==> src/hdl/sub_regs_defines.vh <==
// sub-bank current and regulator register constants
// assumes inclusion by bare name from design files
`ifndef SUB_REGS_DEFINES_VH
`define SUB_REGS_DEFINES_VH
// register addresses
`define ADDR_SUB_BANK_CURRENT   6'h02
`define ADDR_REGULATOR1_CONTROL 6'h05
`define ADDR_REGULATOR2_CONTROL 6'h06
`define ADDR_REGULATOR3_CONTROL 6'h07
`define ADDR_REGULATOR4_CONTROL 6'h08
// field positions
`define SUB_CODE_MSB            4
`define REG_WIDE_CODE_MSB       3
`define REG_NARROW_CODE_MSB     2
// reset value of every register
`define REG_RESET_VALUE         6'h00
// current codes below this are reserved, zero is off
`define SUB_CODE_FIRST_VALID    5'h04
// sink count and highest main bank select code
`define SINK_COUNT              6
`define BANK_SEL_MAX            3'h5
`endif

==> src/hdl/sub_backlight_and_regulator_regs.v <==
// write-only sub-bank current and four regulator control registers
// assumes a decoder delivers one-cycle write strobes with address and data
`timescale 1ns/1ps
`include "sub_regs_defines.vh"
// How it works
// - sub current drives only sub-bank sinks
// - bit five of sub current ignored
// - one common current for sub sinks
// - sink off if disabled or code zero
// - sub code maps to microamp current
// - regulator one off at zero, else on
// - regulator one voltage table decode
// - bits five, four unused on 1/3/4
// - regulator two three-bit code, zero off
// - regulator two 1.8 V down to 1.2 V
// - regulator three off at zero, else on
// - regulator three decodes like regulator one
// - regulator four off at zero, else on
// - regulator four decodes like regulator one
// - registers write-only, nothing read back
// - sinks not in main bank follow sub
module sub_backlight_and_regulator_regs
(
   input  wire        core_clk_i,
   input  wire        rst_n_i,
   input  wire        wr_strobe_i,
   input  wire [5:0]  wr_addr_i,
   input  wire [5:0]  wr_data_i,
   input  wire [5:0]  sink_enable_bits_i,
   input  wire [2:0]  main_bank_select_code_i,
   output reg  [4:0]  sub_current_code_o,
   output reg  [14:0] sub_current_ua_o,
   output reg  [5:0]  sub_sink_on_o,
   output reg  [5:0]  regulator_enable_o,
   output reg  [47:0] regulator_millivolt_o,
   output wire [3:0]  regulator1_voltage_code_o,
   output wire [2:0]  regulator2_voltage_code_o,
   output wire [3:0]  regulator3_voltage_code_o,
   output wire [3:0]  regulator4_voltage_code_o
);
   // ==========================================================
   // registers
   reg  [4:0]  sub_current_code_reg;
   reg  [3:0]  regulator1_voltage_code_reg;
   reg  [2:0]  regulator2_voltage_code_reg;
   reg  [3:0]  regulator3_voltage_code_reg;
   reg  [3:0]  regulator4_voltage_code_reg;
   reg  [14:0] sub_current_ua_next;
   reg  [5:0]  sub_bank_mask;
   wire [15:0] reg_code_bus;
   wire [3:0]  reg_enable;
   wire [47:0] reg_mv;
   wire [3:0]  reg_narrow;
   integer     i;

   // write-only: no read path exists at all
   always @(posedge core_clk_i or negedge rst_n_i)
   begin
      if (!rst_n_i)
      begin
         sub_current_code_reg        <= 5'h00;
         regulator1_voltage_code_reg <= 4'h0;
         regulator2_voltage_code_reg <= 3'h0;
         regulator3_voltage_code_reg <= 4'h0;
         regulator4_voltage_code_reg <= 4'h0;
      end
      else if (wr_strobe_i)
      begin
         case (wr_addr_i)
            `ADDR_SUB_BANK_CURRENT:
               sub_current_code_reg <= wr_data_i[`SUB_CODE_MSB:0];
            `ADDR_REGULATOR1_CONTROL:
               regulator1_voltage_code_reg <= wr_data_i[`REG_WIDE_CODE_MSB:0];
            `ADDR_REGULATOR2_CONTROL:
               regulator2_voltage_code_reg <= wr_data_i[`REG_NARROW_CODE_MSB:0];
            `ADDR_REGULATOR3_CONTROL:
               regulator3_voltage_code_reg <= wr_data_i[`REG_WIDE_CODE_MSB:0];
            `ADDR_REGULATOR4_CONTROL:
               regulator4_voltage_code_reg <= wr_data_i[`REG_WIDE_CODE_MSB:0];
            default:
               sub_current_code_reg <= sub_current_code_reg;
         endcase
      end
   end

   assign regulator1_voltage_code_o = regulator1_voltage_code_reg;
   assign regulator2_voltage_code_o = regulator2_voltage_code_reg;
   assign regulator3_voltage_code_o = regulator3_voltage_code_reg;
   assign regulator4_voltage_code_o = regulator4_voltage_code_reg;

   // ==========================================================
   // sub current decode in microamps
   always @*
   begin
      sub_current_ua_next = 15'h0000;
      if (sub_current_code_reg < `SUB_CODE_FIRST_VALID)
         sub_current_ua_next = 15'h0000;
      else if (sub_current_code_reg <= 5'h0D)
         sub_current_ua_next = {10'h000, sub_current_code_reg - 5'h03} * 15'h01F4;
      else if (sub_current_code_reg <= 5'h1D)
         sub_current_ua_next = {10'h000, sub_current_code_reg - 5'h08} * 15'h03E8;
      else if (sub_current_code_reg == 5'h1E)
         sub_current_ua_next = 15'h59D8;
      else
         sub_current_ua_next = 15'h61A8;
   end

   // ==========================================================
   // sub bank membership from the main bank select code
   always @*
   begin
      sub_bank_mask = 6'h00;
      for (i = 0; i < `SINK_COUNT; i = i + 1)
      begin
         // codes 1..5 hand the top sinks to the sub bank
         if ((main_bank_select_code_i != 3'h0) && (main_bank_select_code_i <= `BANK_SEL_MAX)
             && (i >= `SINK_COUNT - main_bank_select_code_i))
            sub_bank_mask[i] = 1'b1;
      end
   end

   // ==========================================================
   // regulator decoders, one per regulator
   assign reg_code_bus = {regulator4_voltage_code_reg, regulator3_voltage_code_reg,
                          1'b0, regulator2_voltage_code_reg, regulator1_voltage_code_reg};
   assign reg_narrow   = 4'b0010;

   genvar g;
   generate
      for (g = 0; g < 4; g = g + 1)
      begin : gen_reg
         regulator_decode u_dec
         (
            .code_i      (reg_code_bus[4*g+3:4*g]),
            .narrow_i    (reg_narrow[g]),
            .enable_o    (reg_enable[g]),
            .millivolt_o (reg_mv[12*g+11:12*g])
         );
      end
   endgenerate

   // ==========================================================
   // registered outputs
   always @(posedge core_clk_i or negedge rst_n_i)
   begin
      if (!rst_n_i)
      begin
         sub_current_code_o    <= 5'h00;
         sub_current_ua_o      <= 15'h0000;
         sub_sink_on_o         <= 6'h00;
         regulator_enable_o    <= 6'h00;
         regulator_millivolt_o <= 48'h0;
      end
      else
      begin
         sub_current_code_o    <= sub_current_code_reg;
         sub_current_ua_o      <= sub_current_ua_next;
         // main-bank sinks never see the sub current
         sub_sink_on_o         <= sub_bank_mask & sink_enable_bits_i
                                  & {6{sub_current_ua_next != 15'h0000}};
         regulator_enable_o    <= {2'b00, reg_enable};
         regulator_millivolt_o <= reg_mv;
      end
   end
endmodule

==> src/hdl/regulator_decode.v <==
// decodes a regulator code into enable and output millivolts
// assumes the code is already masked to its documented width
`timescale 1ns/1ps
module regulator_decode
(
   input  wire [3:0]  code_i,
   input  wire        narrow_i,
   output reg         enable_o,
   output reg  [11:0] millivolt_o
);
   always @*
   begin
      enable_o    = (code_i != 4'h0);
      millivolt_o = 12'h000;
      if (narrow_i)
      begin
         // 1.8 V at code 1, 0.1 V down per code
         if (code_i[2:0] != 3'h0)
            millivolt_o = 12'h708 - ({9'h000, code_i[2:0]} - 12'h001) * 12'h064;
      end
      else
      begin
         case (code_i)
            4'h0:    millivolt_o = 12'h000;
            4'hB:    millivolt_o = 12'h898;
            4'hC:    millivolt_o = 12'h708;
            4'hD:    millivolt_o = 12'h6A4;
            4'hE:    millivolt_o = 12'h640;
            4'hF:    millivolt_o = 12'h5DC;
            // 3.3 V at code 1 down to 2.4 V at code 10
            default: millivolt_o = 12'hCE4 - ({8'h00, code_i} - 12'h001) * 12'h064;
         endcase
      end
   end
endmodule

==> config.mk <==
export PLATFORM = sky130hd
export DESIGN_NAME = sub_backlight_and_regulator_regs
export DESIGN_NICKNAME = d
export VERILOG_FILES = /design/src/hdl/sub_backlight_and_regulator_regs.v /design/src/hdl/regulator_decode.v
export VERILOG_INCLUDE_DIRS = /design/src /design/src/hdl
export SDC_FILE = /design/constraint.sdc
export NUM_CORES = 1
export LEC_CHECK = 0
export ABC_CLOCK_PERIOD_IN_PS = 6300
export BUFFER_PORTS_ARGS = -buffer_cell sky130_fd_sc_hd__buf_2
export CAP_MARGIN = 20
export CORE_MARGIN = 1.5
export CORE_UTILIZATION = 59
export DETAILED_ROUTE_END_ITERATION = 8
export PLACE_DENSITY = 0.82
export SYNTH_ARGS = -nofsm -noshare
export SYNTH_HDL_FRONTEND = slang
export SYNTH_SLANG_ARGS = --single-unit
==> constraint.sdc <==
create_clock -name core_clk_i -period 6.3 [get_ports core_clk_i]
set_clock_uncertainty 0.05 [all_clocks]
set_input_delay 1.26 -clock core_clk_i [delete_from_list [all_inputs] [get_ports core_clk_i]]
set_output_delay 1.26 -clock core_clk_i [all_outputs]
set_load 0.01 [all_outputs]
* Word level (Yosys, flattened, before mapping)
Index checks and enable logic that the tools add are counted.
Word-level totals: register bits after elaboration 98, input bits 24, output and inout bits 95
Cells by class: bitwise logic cells 2, $mul 6, muxes and demuxes 14, eq/ne operators 21, magnitude comparators 10, reduce and logical (&&, ||, !) cells 22, add/subtract/negate cells 11
Operators by type and width (count):
- $pmux 12 s6 | 3
- $ge 1x32->1 const A | 2
- $ge 2x32->1 const A | 2
- $ge 3x32->1 const A | 2
- $eq 4x4->1 const B | 15
- $mul 12x5->10 const B | 4
- $mux 15 | 3
- $sub 12x12->12 const A | 3
- $mul 5x7->12 const B | 2
- $eq 6x3->1 const B | 3
- $reduce_bool 4->1 | 4
- $reduce_bool 15->1 | 1
- $sub 4x1->5 const B | 3
- $mux 14 | 1
- $and 6x6->6 | 2
- $logic_not 4->1 | 3
- $mux 12 | 1
- $sub 11x12->12 const A | 1
- $reduce_and 2->1 | 5
- $logic_and 1x1->1 | 7
- $eq 6x2->1 const B | 1
- $eq 6x4->1 const B | 1
- $mux 1 | 6
- $reduce_bool 3->1 | 2
- other kinds (9) | 9

* Depth between registers and ports, before layout
Gate-level depths: netlist of run 1.
word-level depth 7, depth in mapped cells 19, mapped depth without buffers 18

* Hierarchy
From an unflattened synthesis of run 1, not the netlist that was laid out.
Unflattened totals: cells, all modules 1147, area total of the unflattened synthesis 10522.6 um^2
By module, submodules not included:
- sub_backlight_and_regulator_regs | area an instance 4889.7 um^2, times used 1, cells an instance 404, seq. area each 2402.3 um^2
- regulator_decode (gen_reg[0].u_dec ...) | area an instance 1432.6 um^2, times used 2, cells an instance 187, seq. area each 0.0 um^2
- regulator_decode (gen_reg[1].u_dec) | area an instance 1397.6 um^2, times used 1, cells an instance 186, seq. area each 0.0 um^2
- regulator_decode (gen_reg[3].u_dec) | area an instance 1370.1 um^2, times used 1, cells an instance 183, seq. area each 0.0 um^2

* Worst setup path before layout of run 1
No wires, ideal clock.
kind register -> register, from register sub_current_code_reg[3], to register sub_sink_on_o[0], period minus slack after synthesis 4885 ps, path buffers 1, slack 1415 ps, cell stages (with the launch flop) 20, arrival 4700 ps, data required time 6115 ps, cells stage by stage dfrtp_1 > clkbuf_1 > inv_1 > ha_1 > nand2b_1 > xnor2_1 > fa_1 > inv_1 > fa_1 > inv_1 > fa_1 > inv_1 > ha_1 > and3_1 > a221oi_1 > o21ai_1 > xnor2_1 > a22oi_1 > o311a_1 > a21oi_1
Between the ends: longest elaborated chain between the ends 7, elaborated cells on any way between the ends 14
Ends and longest elaborated chain:
- start, declared | RTL line sub_backlight_and_regulator_regs.v:43 | reg [4:0] sub_current_code_reg;
- start signal, assigned | RTL line sub_backlight_and_regulator_regs.v:71 | sub_current_code_reg <= wr_data_i[`SUB_CODE_MSB:0];
- start signal, assigned | RTL line sub_backlight_and_regulator_regs.v:81 | sub_current_code_reg <= sub_current_code_reg;
- $sub 5x4->5 or $eq 5x5->1 (tied branches) | RTL line sub_backlight_and_regulator_regs.v:101, sub_backlight_and_regulator_regs.v:102
- $mul 5x7->12 or $mux 14 (tied branches) | RTL line sub_backlight_and_regulator_regs.v:101, sub_backlight_and_regulator_regs.v:102
- $mux 15 | RTL line sub_backlight_and_regulator_regs.v:100 | else if (sub_current_code_reg <= 5'h1D)
- $mux 15 | RTL line sub_backlight_and_regulator_regs.v:98 | else if (sub_current_code_reg <= 5'h0D)
- $mux 15 (*) | RTL line sub_backlight_and_regulator_regs.v:96 | if (sub_current_code_reg < `SUB_CODE_FIRST_VALID)
- $reduce_bool 15->1 (*) | RTL line sub_backlight_and_regulator_regs.v:160 | & {6{sub_current_ua_next != 15'h0000}};
- $and 6x6->6 (*) | RTL line sub_backlight_and_regulator_regs.v:160
- end signal, assigned | RTL line sub_backlight_and_regulator_regs.v:159 | sub_sink_on_o <= sub_bank_mask & sink_enable_bits_i
- end, declared | RTL line sub_backlight_and_regulator_regs.v:33 | output reg [5:0] sub_sink_on_o,
Every way passes the cells marked *; elsewhere a longest branch is shown, timed or not. A chain may end at the register's enable or synchronous reset.

* Worst setup path in the final report of run 1
from register sub_current_code_reg[1], to register sub_sink_on_o[2]
The elaborated chain is that of the path after synthesis.

==> flow_summary.json, run 1 <==
{
  "run_status": "finished, final reports clean",
  "dp.cells": 1084,
  "yosysMostFrequentCell": "inv_1",
  "cp.depth": 17,
  "area_delta_synth_final_pct": 12.1,
  "critPathLaunchType": "flop",
  "setup_ws_ps": 1020,
  "pin_count": 119,
  "place_area_mm2": 0.00844,
  "grt_pass1_wl_um": 27300,
  "critPathBufInv": 3,
  "top_register": "regulator_millivolt_o",
  "critPathTopFamily": "adder cells",
  "portBuffers": 105,
  "cts-root-buf": "clkbuf_16",
  "largest_reg_flops": 40,
  "r2r_cells": 17,
  "synth_top_flop_cell": "dfrtp_1",
  "grt_overflow": 0,
  "drive_above_1_share_pct": 16.4,
  "clk_pin_slew_ps": 70,
  "ctsResizeCount": 0,
  "cts_max_path_buffers": 2,
  "cap_violations": 0,
  "dp_slack_ps": 1020,
  "ir_worst_vdd_mv": 0.738,
  "crit_required_ps": 6470,
  "rsz0062_at_grt": "false",
  "ys_top_cells_by_count": "inv_1 (135), ha_1 (123), dfrtp_1 (88), nor2_1 (49), xnor2_1 (49)",
  "multi_input_area_mm2": 0.00497,
  "async_flop_share_pct": 100,
  "avgRoutedWirePerCell_um": 14.5,
  "finalMaxSlewViolations": 0,
  "postSynthAreaPerCell_um2": 9.50,
  "clk_latency_ps": 350,
  "synth.largest_area_cell": "dfrtp_1",
  "routed_wl_um": 16000,
  "die_h_um": 118,
  "regArea_mm2": 0.00220,
  "grt_use_total_pct": 23.9,
  "gp_congestion": 0.913,
  "max-slew-margin-rel_pct": 41.7,
  "nFillCells": 983,
  "timing.final.crit_period_ps": 5280,
  "reg.largest.list": "regulator_millivolt_o: 40 flops, sub_current_ua_o: 13 flops, sub_sink_on_o: 6 flops",
  "yosysUniqueCellTypes": 67,
  "setup_viol": 0,
  "num_rows": 41,
  "critPathMaxFanout": 13,
  "cts_tree": "yes",
  "num_antenna_cells": 0,
  "fin_area_mm2": 0.00875,
  "die_w_um": 118,
  "final_cell_count_no_fill": 1101,
  "worst_setup_path_end_kind": "flop",
  "power_mw": 5.43,
  "synth_edf_count": 0,
  "grt_pass1_vias": 5897,
  "tightest_slew_ps": 867,
  "dieArea_mm2": 0.0139,
  "synth_top_area_share_pct": 28.2,
  "finalHoldViolations": 0,
  "p_per_area_mw_per_mm2": 620,
  "antenna_found_initial": 0,
  "ys_seq_area_share_pct": 28.2,
  "fin_crit_sh_pct": 83.8,
  "worstPathArrival_ps": 5450,
  "cp_slowest_cell": "fa_1",
  "critPathMaxStageDelay_ps": 620,
  "postLayoutCoreUtil_pct": 68.5,
  "totalNegativeSetupSlack_ps": 0,
  "cts_sinks": 88,
  "num_vias": 5939,
  "ys_warn_count": 0,
  "syn_inst": 822,
  "hpwl_um": 12500,
  "hold-worst-slack_ps": 449,
  "drt-pass1-iter-count": 5,
  "hold_class": "flop to flop",
  "path_class": "flop to flop",
  "leakage_nw": 4.58,
  "cts_setup_buffers": 0,
  "ant_nets": 0,
  "drt-initial-drc-count": 505,
  "drt_drc_violations_left": 0,
  "fmax_ghz": 0.189,
  "min_path_cells": 0,
  "coreArea_mm2": 0.0128,
  "syn_area_mm2": 0.00781,
  "h-tree-depth": 3,
  "yosys_register_bits": 88,
  "cts_buffers": 9,
  "worstPathCellList": "ha_1 > nand2b_1 > xnor2_1 > fa_1 > inv_1 > fa_1 > inv_1 > fa_1 > inv_1 > ha_1 > and3_1 > a221oi_1 > o21ai_1 > xnor2_1 > a22oi_1 > o311a_1 > a21oi_1",
  "ys_top_cells_by_area": "dfrtp_1 (28%), ha_1 (20%), fa_1 (9.2%)",
  "via_per_inst": 5.39,
  "start_util_pct": 61.1,
  "ctsHoldBuffers": 0,
  "fin_nets": 1107,
  "grt_max_degree": 89
}
## placed cells by master (no fill, tap or decap), types with 14 or more instances in the layout
master     n
nor3_1    18
ha_1     123
dfrtp_1   88
o22ai_1   15
mux2_2    14
fa_1      36
a21oi_1   46
inv_1    135
nand2_1   37
nor2_1    49
nand3_1   16
xnor2_1   49
xor2_1    17
buf_2    104
o21ai_0   36
## routing by layer
| layer | up-vias | track usage, % | routed length [µm] | share of wire, % |
|---|---|---|---|---|
| met5 | - | 0 | 0 | 0 |
| met4 | 0 | 7.70 | 244 | 1.5 |
| met3 | 27 | 3.20 | 673 | 4.2 |
| met2 | 176 | 41.6 | 8030 | 50 |
| met1 | 2816 | 30.9 | 7010 | 44 |
| li1 | 2920 | - | - | - |
## where the power goes
part	switching (mW)	internal, mW	total [mW]
logic	2.25	1.82	4.07
clock network	0.236	0.271	0.506
registers	0.0897	0.760	0.850
## kinds of logic (layout without fill, tap and decap cells)
| family | after synthesis | after routing | share of synthesized area (%) |
|---|---|---|---|
| buf+inv | 164 | 260 | 8.61 |
| mux | 16 | 16 | 2.28 |
| other cells | 1 | 12 | 0.0480 |
| compound gates | 164 | 164 | 13.8 |
| flops | 88 | 88 | 28.2 |
| xor+xnor | 70 | 70 | 8.49 |
| fa+ha+maj | 159 | 159 | 28.9 |
| simple gates | 160 | 160 | 9.67 |
## worst paths after layout
path	start	endpoint	slack, ps
min reg2reg	sub_current_code_reg[0]$_DFFE_PN0P_	sub_current_code_o[0]$_DFF_PN0_	450
min	sub_current_code_reg[0]$_DFFE_PN0P_	sub_current_code_o[0]$_DFF_PN0_	450
max	sub_current_code_reg[1]$_DFFE_PN0P_	sub_sink_on_o[2]$_DFF_PN0_	1020
max in group asynchronous	rst_n_i	regulator_millivolt_o[33]$_DFF_PN0_	4830
min in group asynchronous	rst_n_i	regulator_millivolt_o[22]$_DFF_PN0_	770
max reg2reg	sub_current_code_reg[1]$_DFFE_PN0P_	sub_sink_on_o[2]$_DFF_PN0_	1020
## layout make-up
class,instances,share of cell area [%]
Clock buffer,9,2.57
Clock inverter,7,0.601
Inverter,136,5.83
Multi-Input combinational cell,581,56.8
Sequential cell,88,25.2
Tap cell,172,2.46
Timing Repair Buffer,108,6.52
Power figures use the tool's default switching activity.
==> run 2: changes to the inputs <==
--- a/config.mk
+++ b/config.mk
@@ -6,13 +6,13 @@
 export SDC_FILE = /design/constraint.sdc
 export NUM_CORES = 1
 export LEC_CHECK = 0
-export ABC_CLOCK_PERIOD_IN_PS = 6300
+export ABC_CLOCK_PERIOD_IN_PS = 4800
 export BUFFER_PORTS_ARGS = -buffer_cell sky130_fd_sc_hd__buf_2
 export CAP_MARGIN = 20
 export CORE_MARGIN = 1.5
-export CORE_UTILIZATION = 59
+export CORE_UTILIZATION = 53
 export DETAILED_ROUTE_END_ITERATION = 8
-export PLACE_DENSITY = 0.82
+export PLACE_DENSITY = 0.78
 export SYNTH_ARGS = -nofsm -noshare
 export SYNTH_HDL_FRONTEND = slang
 export SYNTH_SLANG_ARGS = --single-unit
==> constraint.sdc (replaced) <==
create_clock -name core_clk_i -period 4.8 [get_ports core_clk_i]
set_clock_uncertainty 0.05 [all_clocks]
set_input_delay 0.96 -clock core_clk_i [delete_from_list [all_inputs] [get_ports core_clk_i]]
set_output_delay 0.96 -clock core_clk_i [all_outputs]
set_load 0.01 [all_outputs]
==> flow_summary.json, run 2 (synthesis gave the netlist of run 1 again) <==
{
  "p_per_area_mw_per_mm2": 834,
  "rrSetupSlack_ps": 210,
  "reg.largest.list": "regulator_millivolt_o: 40 flops, sub_current_ua_o: 13 flops, sub_sink_on_o: 6 flops",
  "drive_above_1_share_pct": 19.5,
  "leakage_nw": 4.68,
  "path_common_cell": "fa_1",
  "ant_nets": 0,
  "run_status": "finished, final reports clean",
  "cap_violations": 0,
  "h-tree-depth": 3,
  "via_per_inst": 5.35,
  "reg2reg_from": "sub_current_code_reg[2]$_DFFE_PN0P_",
  "grt_max_degree": 62,
  "grt_overflow": 0,
  "grt_pass1_vias": 5902,
  "drt-initial-drc-count": 387,
  "grt_use_total_pct": 21.7,
  "ir_worst_vdd_mv": 0.495,
  "finalHoldViolations": 0,
  "dieArea_mm2": 0.0155,
  "crit_required_ps": 4990,
  "cp_slowest_cell": "fa_1",
  "final_common_cell": "inv_1",
  "finalMaxSlewViolations": 0,
  "gp_congestion": 0.864,
  "max-slew-margin-rel_pct": 41.0,
  "tightest_slew_ps": 876,
  "worst_setup_path_end_kind": "flop",
  "fin_nets": 1125,
  "antenna_found_initial": 0,
  "pin_count": 119,
  "num_rows": 44,
  "clk_pin_slew_ps": 70,
  "worstPathArrival_ps": 4780,
  "critPathLaunchType": "flop",
  "hold-worst-slack_ps": 491,
  "ctsHoldBuffers": 0,
  "cts_sinks": 88,
  "clk_latency_ps": 360,
  "routed_wl_um": 16300,
  "r2r_cells": 18,
  "r2r_end": "sub_sink_on_o[2]$_DFF_PN0_",
  "num_vias": 6048,
  "critPathMaxFanout": 6,
  "setup_viol": 0,
  "worstPathCellList": "inv_2 > ha_2 > nand2b_4 > xnor2_2 > fa_1 > inv_2 > fa_1 > inv_1 > fa_1 > inv_1 > ha_1 > and3_4 > a311oi_2 > xnor2_1 > a221o_1 > a211oi_4 > buf_6 > a21oi_1",
  "cts_max_path_buffers": 2,
  "fmax_ghz": 0.218,
  "start_util_pct": 53.9,
  "drt_drc_violations_left": 0,
  "portBuffers": 105,
  "avgRoutedWirePerCell_um": 14.4,
  "num_antenna_cells": 0,
  "hold_start": "regulator2_voltage_code_o[2]$_DFFE_PN0P_",
  "cts_buffers": 9,
  "die_w_um": 124,
  "power_mw": 7.49,
  "fin_crit_sh_pct": 95.5,
  "mostFrequentLayoutCells": "inv_1 (133), ha_1 (121), buf_2 (104), dfrtp_1 (87), nor2_1 (49)",
  "hpwl_um": 12800,
  "min_path_cells": 0,
  "min_to": "regulator_millivolt_o[16]$_DFF_PN0_",
  "area_delta_synth_final_pct": 15.0,
  "die_h_um": 124,
  "grt_pass1_wl_um": 27700,
  "critPathMaxStageDelay_ps": 590,
  "drt-pass1-iter-count": 4,
  "timing.final.crit_period_ps": 4590,
  "largest_reg_flops": 40,
  "fin_area_mm2": 0.00898,
  "place_area_mm2": 0.00856,
  "path_class": "flop to flop",
  "coreArea_mm2": 0.0145,
  "hold_class": "flop to flop",
  "cts_tree": "yes",
  "cts-root-buf": "clkbuf_16",
  "top_register": "regulator_millivolt_o"
}
[run 2: changes by cell type in the layout (fill, tap and decap cells not counted), sizes merged]
| cell | delta |
|---|---|
| buf | +18 |
| clkinvlp | -1 |
| inv | +1 |
[run 2: where the power goes]
part,leakage (nW),internal [mW],switching (mW)
clock network,0.147,0.368,0.331
logic,3.44,2.61,3.08
registers,1.10,0.998,0.102
[run 2: per-stage QoR]
stage / setup WS [ps] / std cells / TNS, ps / utilization [%]
4_1_cts: 2.45 / 1126 / 0 / 61.3
3_3_place_gp: 52.2 / 1109 / 0 / 59.2
3_5_place_dp: -44.5 / 1109 / -242 / 59.2
2_1_floorplan: 48.8 / 833 / 0 / -
6_report: 214 / 1131 / 0 / 62.0
5_1_grt: -25.6 / 1131 / -92.9 / 62.0
[run 2: worst max-delay path, delay by kind of cell, from the launching register on]
| family | cells | cell delay [ps] |
|---|---|---|
| adders and majority gates | 5 | 2170 |
| AOI/OAI and AO/OA | 4 | 880 |
| buffers and inverters | 5 | 430 |
| DFF | 1 | 390 |
| xor gates and xnor gates | 2 | 280 |
| and+or+nand+nor | 2 | 260 |
[run 2: cell type report]
| class | count | area [µm²] |
|---|---|---|
| repair buffers | 126 | 689 |
| inverters | 136 | 510 |
| well taps | 184 | 230 |
| fillers | 1224 | 5500 |
| flip-flops and latches | 88 | 2200 |
| clock inverters | 7 | 73.8 |
| clock buffers | 9 | 225 |
| multi-input cells | 581 | 5040 |
[run 2: what timing repair did]
action                                  in CTS  in global routing
buffers inserted                             1                  5
resized for setup                            0                 15
pin swaps                                    3                  5
hold endpoints to repair                     0                  0
endpoints found under the setup margin       6                  6
[run 2: metal layers]
layer	vias up	part of all wire, %	track usage [%]	wire length (µm)
met5	-	0	0	0
met4	0	1.5	5.34	244
met3	27	4.2	4.17	681
met2	147	49	36.8	8070
met1	2917	45	28.6	7310
li1	2957	-	-	-
[run 2: worst max-delay path by stage]
stage | end | startpoint | slack (ps)
after floorplan | sub_sink_on_o[0]$_DFF_PN0_ | sub_current_code_reg[3]$_DFFE_PN0P_ | 50
after global placement | sub_sink_on_o[3]$_DFF_PN0_ | sub_current_code_reg[0]$_DFFE_PN0P_ | 50
after detailed placement | sub_sink_on_o[5]$_DFF_PN0_ | sub_current_code_reg[0]$_DFFE_PN0P_ | -40
after CTS | sub_sink_on_o[5]$_DFF_PN0_ | sub_current_code_reg[0]$_DFFE_PN0P_ | 2
after global routing | sub_sink_on_o[5]$_DFF_PN0_ | sub_current_code_reg[2]$_DFFE_PN0P_ | -30
final | sub_sink_on_o[2]$_DFF_PN0_ | sub_current_code_reg[2]$_DFFE_PN0P_ | 210
==> run 3: changes to the inputs <==
--- a/config.mk
+++ b/config.mk
@@ -13,6 +13,7 @@
 export CORE_UTILIZATION = 53
 export DETAILED_ROUTE_END_ITERATION = 8
 export PLACE_DENSITY = 0.78
+export REMOVE_ABC_BUFFERS = 1
 export SYNTH_ARGS = -nofsm -noshare
 export SYNTH_HDL_FRONTEND = slang
 export SYNTH_SLANG_ARGS = --single-unit
==> flow_summary.json, run 3 (synthesis gave the netlist of run 1 again) <==
{
  "fin_crit_sh_pct": 96.2,
  "power_mw": 7.55,
  "finalHoldViolations": 0,
  "dp.cells": 1119,
  "top_register": "regulator_millivolt_o",
  "clk_latency_ps": 350,
  "num_rows": 44,
  "final_common_cell": "inv_1",
  "min_path_cells": 0,
  "via_per_inst": 5.28,
  "num_antenna_cells": 0,
  "worstPathCellList": "ha_2 > buf_4 > xor2_1 > fa_1 > inv_2 > fa_1 > inv_1 > fa_1 > inv_1 > ha_1 > and3_4 > buf_4 > a311oi_2 > xnor2_1 > a221o_1 > a211oi_4 > buf_6 > a21oi_1",
  "rrSetupSlack_ps": 180,
  "setup_viol": 0,
  "path_class": "flop to flop",
  "reg2reg_from": "sub_current_code_reg[0]$_DFFE_PN0P_",
  "hold_class": "flop to flop",
  "tightest_slew_ps": 974,
  "worstPathArrival_ps": 4810,
  "critPathLaunchType": "flop",
  "grt_pass1_vias": 5949,
  "portBuffers": 105,
  "grt_max_degree": 51,
  "dieArea_mm2": 0.0155,
  "drt-pass1-iter-count": 5,
  "run_status": "finished, final reports clean",
  "cts_buffers": 9,
  "grt_pass1_wl_um": 28000,
  "num_vias": 6013,
  "fin_area_mm2": 0.00901,
  "start_util_pct": 53.9,
  "critPathBufInv": 6,
  "worst_setup_path_end_kind": "flop",
  "cts_max_path_buffers": 2,
  "mostFrequentLayoutCells": "inv_1 (133), ha_1 (122), buf_2 (104), dfrtp_1 (88), nor2_1 (49)",
  "avgRoutedWirePerCell_um": 14.6,
  "grt_overflow": 0,
  "r2r_end": "sub_sink_on_o[3]$_DFF_PN0_",
  "drive_above_1_share_pct": 19.5,
  "area_delta_synth_final_pct": 15.4,
  "postLayoutCoreUtil_pct": 62.2,
  "finalMaxSlewViolations": 0,
  "reg.largest.list": "regulator_millivolt_o: 40 flops, sub_current_ua_o: 13 flops, sub_sink_on_o: 6 flops",
  "totalNegativeSetupSlack_ps": 0,
  "dp_slack_ps": -28.3,
  "cts-root-buf": "clkbuf_16",
  "pin_count": 119,
  "cts_tree": "yes",
  "p_per_area_mw_per_mm2": 838,
  "critPathMaxStageDelay_ps": 590,
  "cap_violations": 0,
  "drt_drc_violations_left": 0,
  "crit_required_ps": 4990,
  "clk_pin_slew_ps": 80,
  "routed_wl_um": 16600,
  "hold-worst-slack_ps": 504,
  "hpwl_um": 13100,
  "place_area_mm2": 0.00863,
  "h-tree-depth": 3,
  "fmax_ghz": 0.217,
  "r2r_cells": 18,
  "coreArea_mm2": 0.0145,
  "grt_use_total_pct": 22.0,
  "critPathTopFamily": "adder cells",
  "path_common_cell": "fa_1",
  "gp_congestion": 0.891,
  "ctsHoldBuffers": 0,
  "antenna_found_initial": 0,
  "ir_worst_vdd_mv": 0.419,
  "timing.final.crit_period_ps": 4620,
  "ant_nets": 0,
  "leakage_nw": 4.71,
  "fin_nets": 1132,
  "die_w_um": 124,
  "hold_start": "regulator2_voltage_code_o[2]$_DFFE_PN0P_",
  "max-slew-margin-rel_pct": 34.5,
  "drt-initial-drc-count": 286,
  "nFillCells": 1183,
  "critPathMaxFanout": 6,
  "final_cell_count_no_fill": 1138,
  "die_h_um": 124,
  "largest_reg_flops": 40,
  "cts_sinks": 88,
  "min_to": "regulator_millivolt_o[16]$_DFF_PN0_",
  "cp_slowest_cell": "fa_1",
  "setup_ws_ps": 183
}
## run 3: cell count changes in the layout (fill, tap and decap cells not counted), sizes merged
cell,previous run,this run
buf,126,133
clkinv,3,0
inv,140,143
## run 3: routing by layer
metal  global-route usage [%]  part of all wire, %
met5                        0                    0
met1                     28.8                   45
met4                     5.81                  1.4
met3                     3.14                  3.9
met2                     38.1                   50
## run 3: where the power goes
part           leakage [nW]  switching, mW  internal (mW)
combinational          3.46           3.10           2.63
sequential             1.10          0.102          0.998
clock                 0.150          0.349          0.375
## run 3: area by class of cell
type	count	area (µm²)	area share (%)
clock buffer	9	225	2.50
clock inverter	7	76.3	0.847
inverter	136	510	5.67
multi-input combinational	581	5020	55.8
sequential	88	2200	24.4
tap	184	230	2.56
timing repair buffer	133	742	8.24
## run 3: worst reg2reg max path, stage by stage, from the launching register on
cell      delay (ps)
dfrtp_1          390
ha_2             190
buf_4            130
xor2_1           170
fa_1             590
inv_2             60
fa_1             530
inv_1             60
fa_1             540
inv_1             50
ha_1             300
and3_4           180
buf_4            130
a311oi_2         210
xnor2_1          110
a221o_1          390
a211oi_4         230
buf_6            150
a21oi_1           60
## run 3: repair_timing
| action | CTS | global route |
|---|---|---|
| setup buffers | 0 | 3 |
| endpoints found under the setup margin | 6 | 6 |
| gates resized for setup | 1 | 11 |
| pin swaps | 1 | 5 |
## run 3: worst max-delay path by stage
| stage | slack, ps | start | cells after the start | to |
|---|---|---|---|---|
| floorplan | -50 | sub_current_code_reg[0]$_DFFE_PN0P_ | 17 | sub_sink_on_o[0]$_DFF_PN0_ |
| global route | -10 | sub_current_code_reg[2]$_DFFE_PN0P_ | 19 | sub_sink_on_o[2]$_DFF_PN0_ |
| detailed placement | -30 | sub_current_code_reg[0]$_DFFE_PN0P_ | 17 | sub_sink_on_o[4]$_DFF_PN0_ |
| finish | 180 | sub_current_code_reg[0]$_DFFE_PN0P_ | 18 | sub_sink_on_o[3]$_DFF_PN0_ |
| CTS | 7 | sub_current_code_reg[0]$_DFFE_PN0P_ | 17 | sub_sink_on_o[4]$_DFF_PN0_ |
| global placement | 30 | sub_current_code_reg[0]$_DFFE_PN0P_ | 17 | sub_sink_on_o[3]$_DFF_PN0_ |
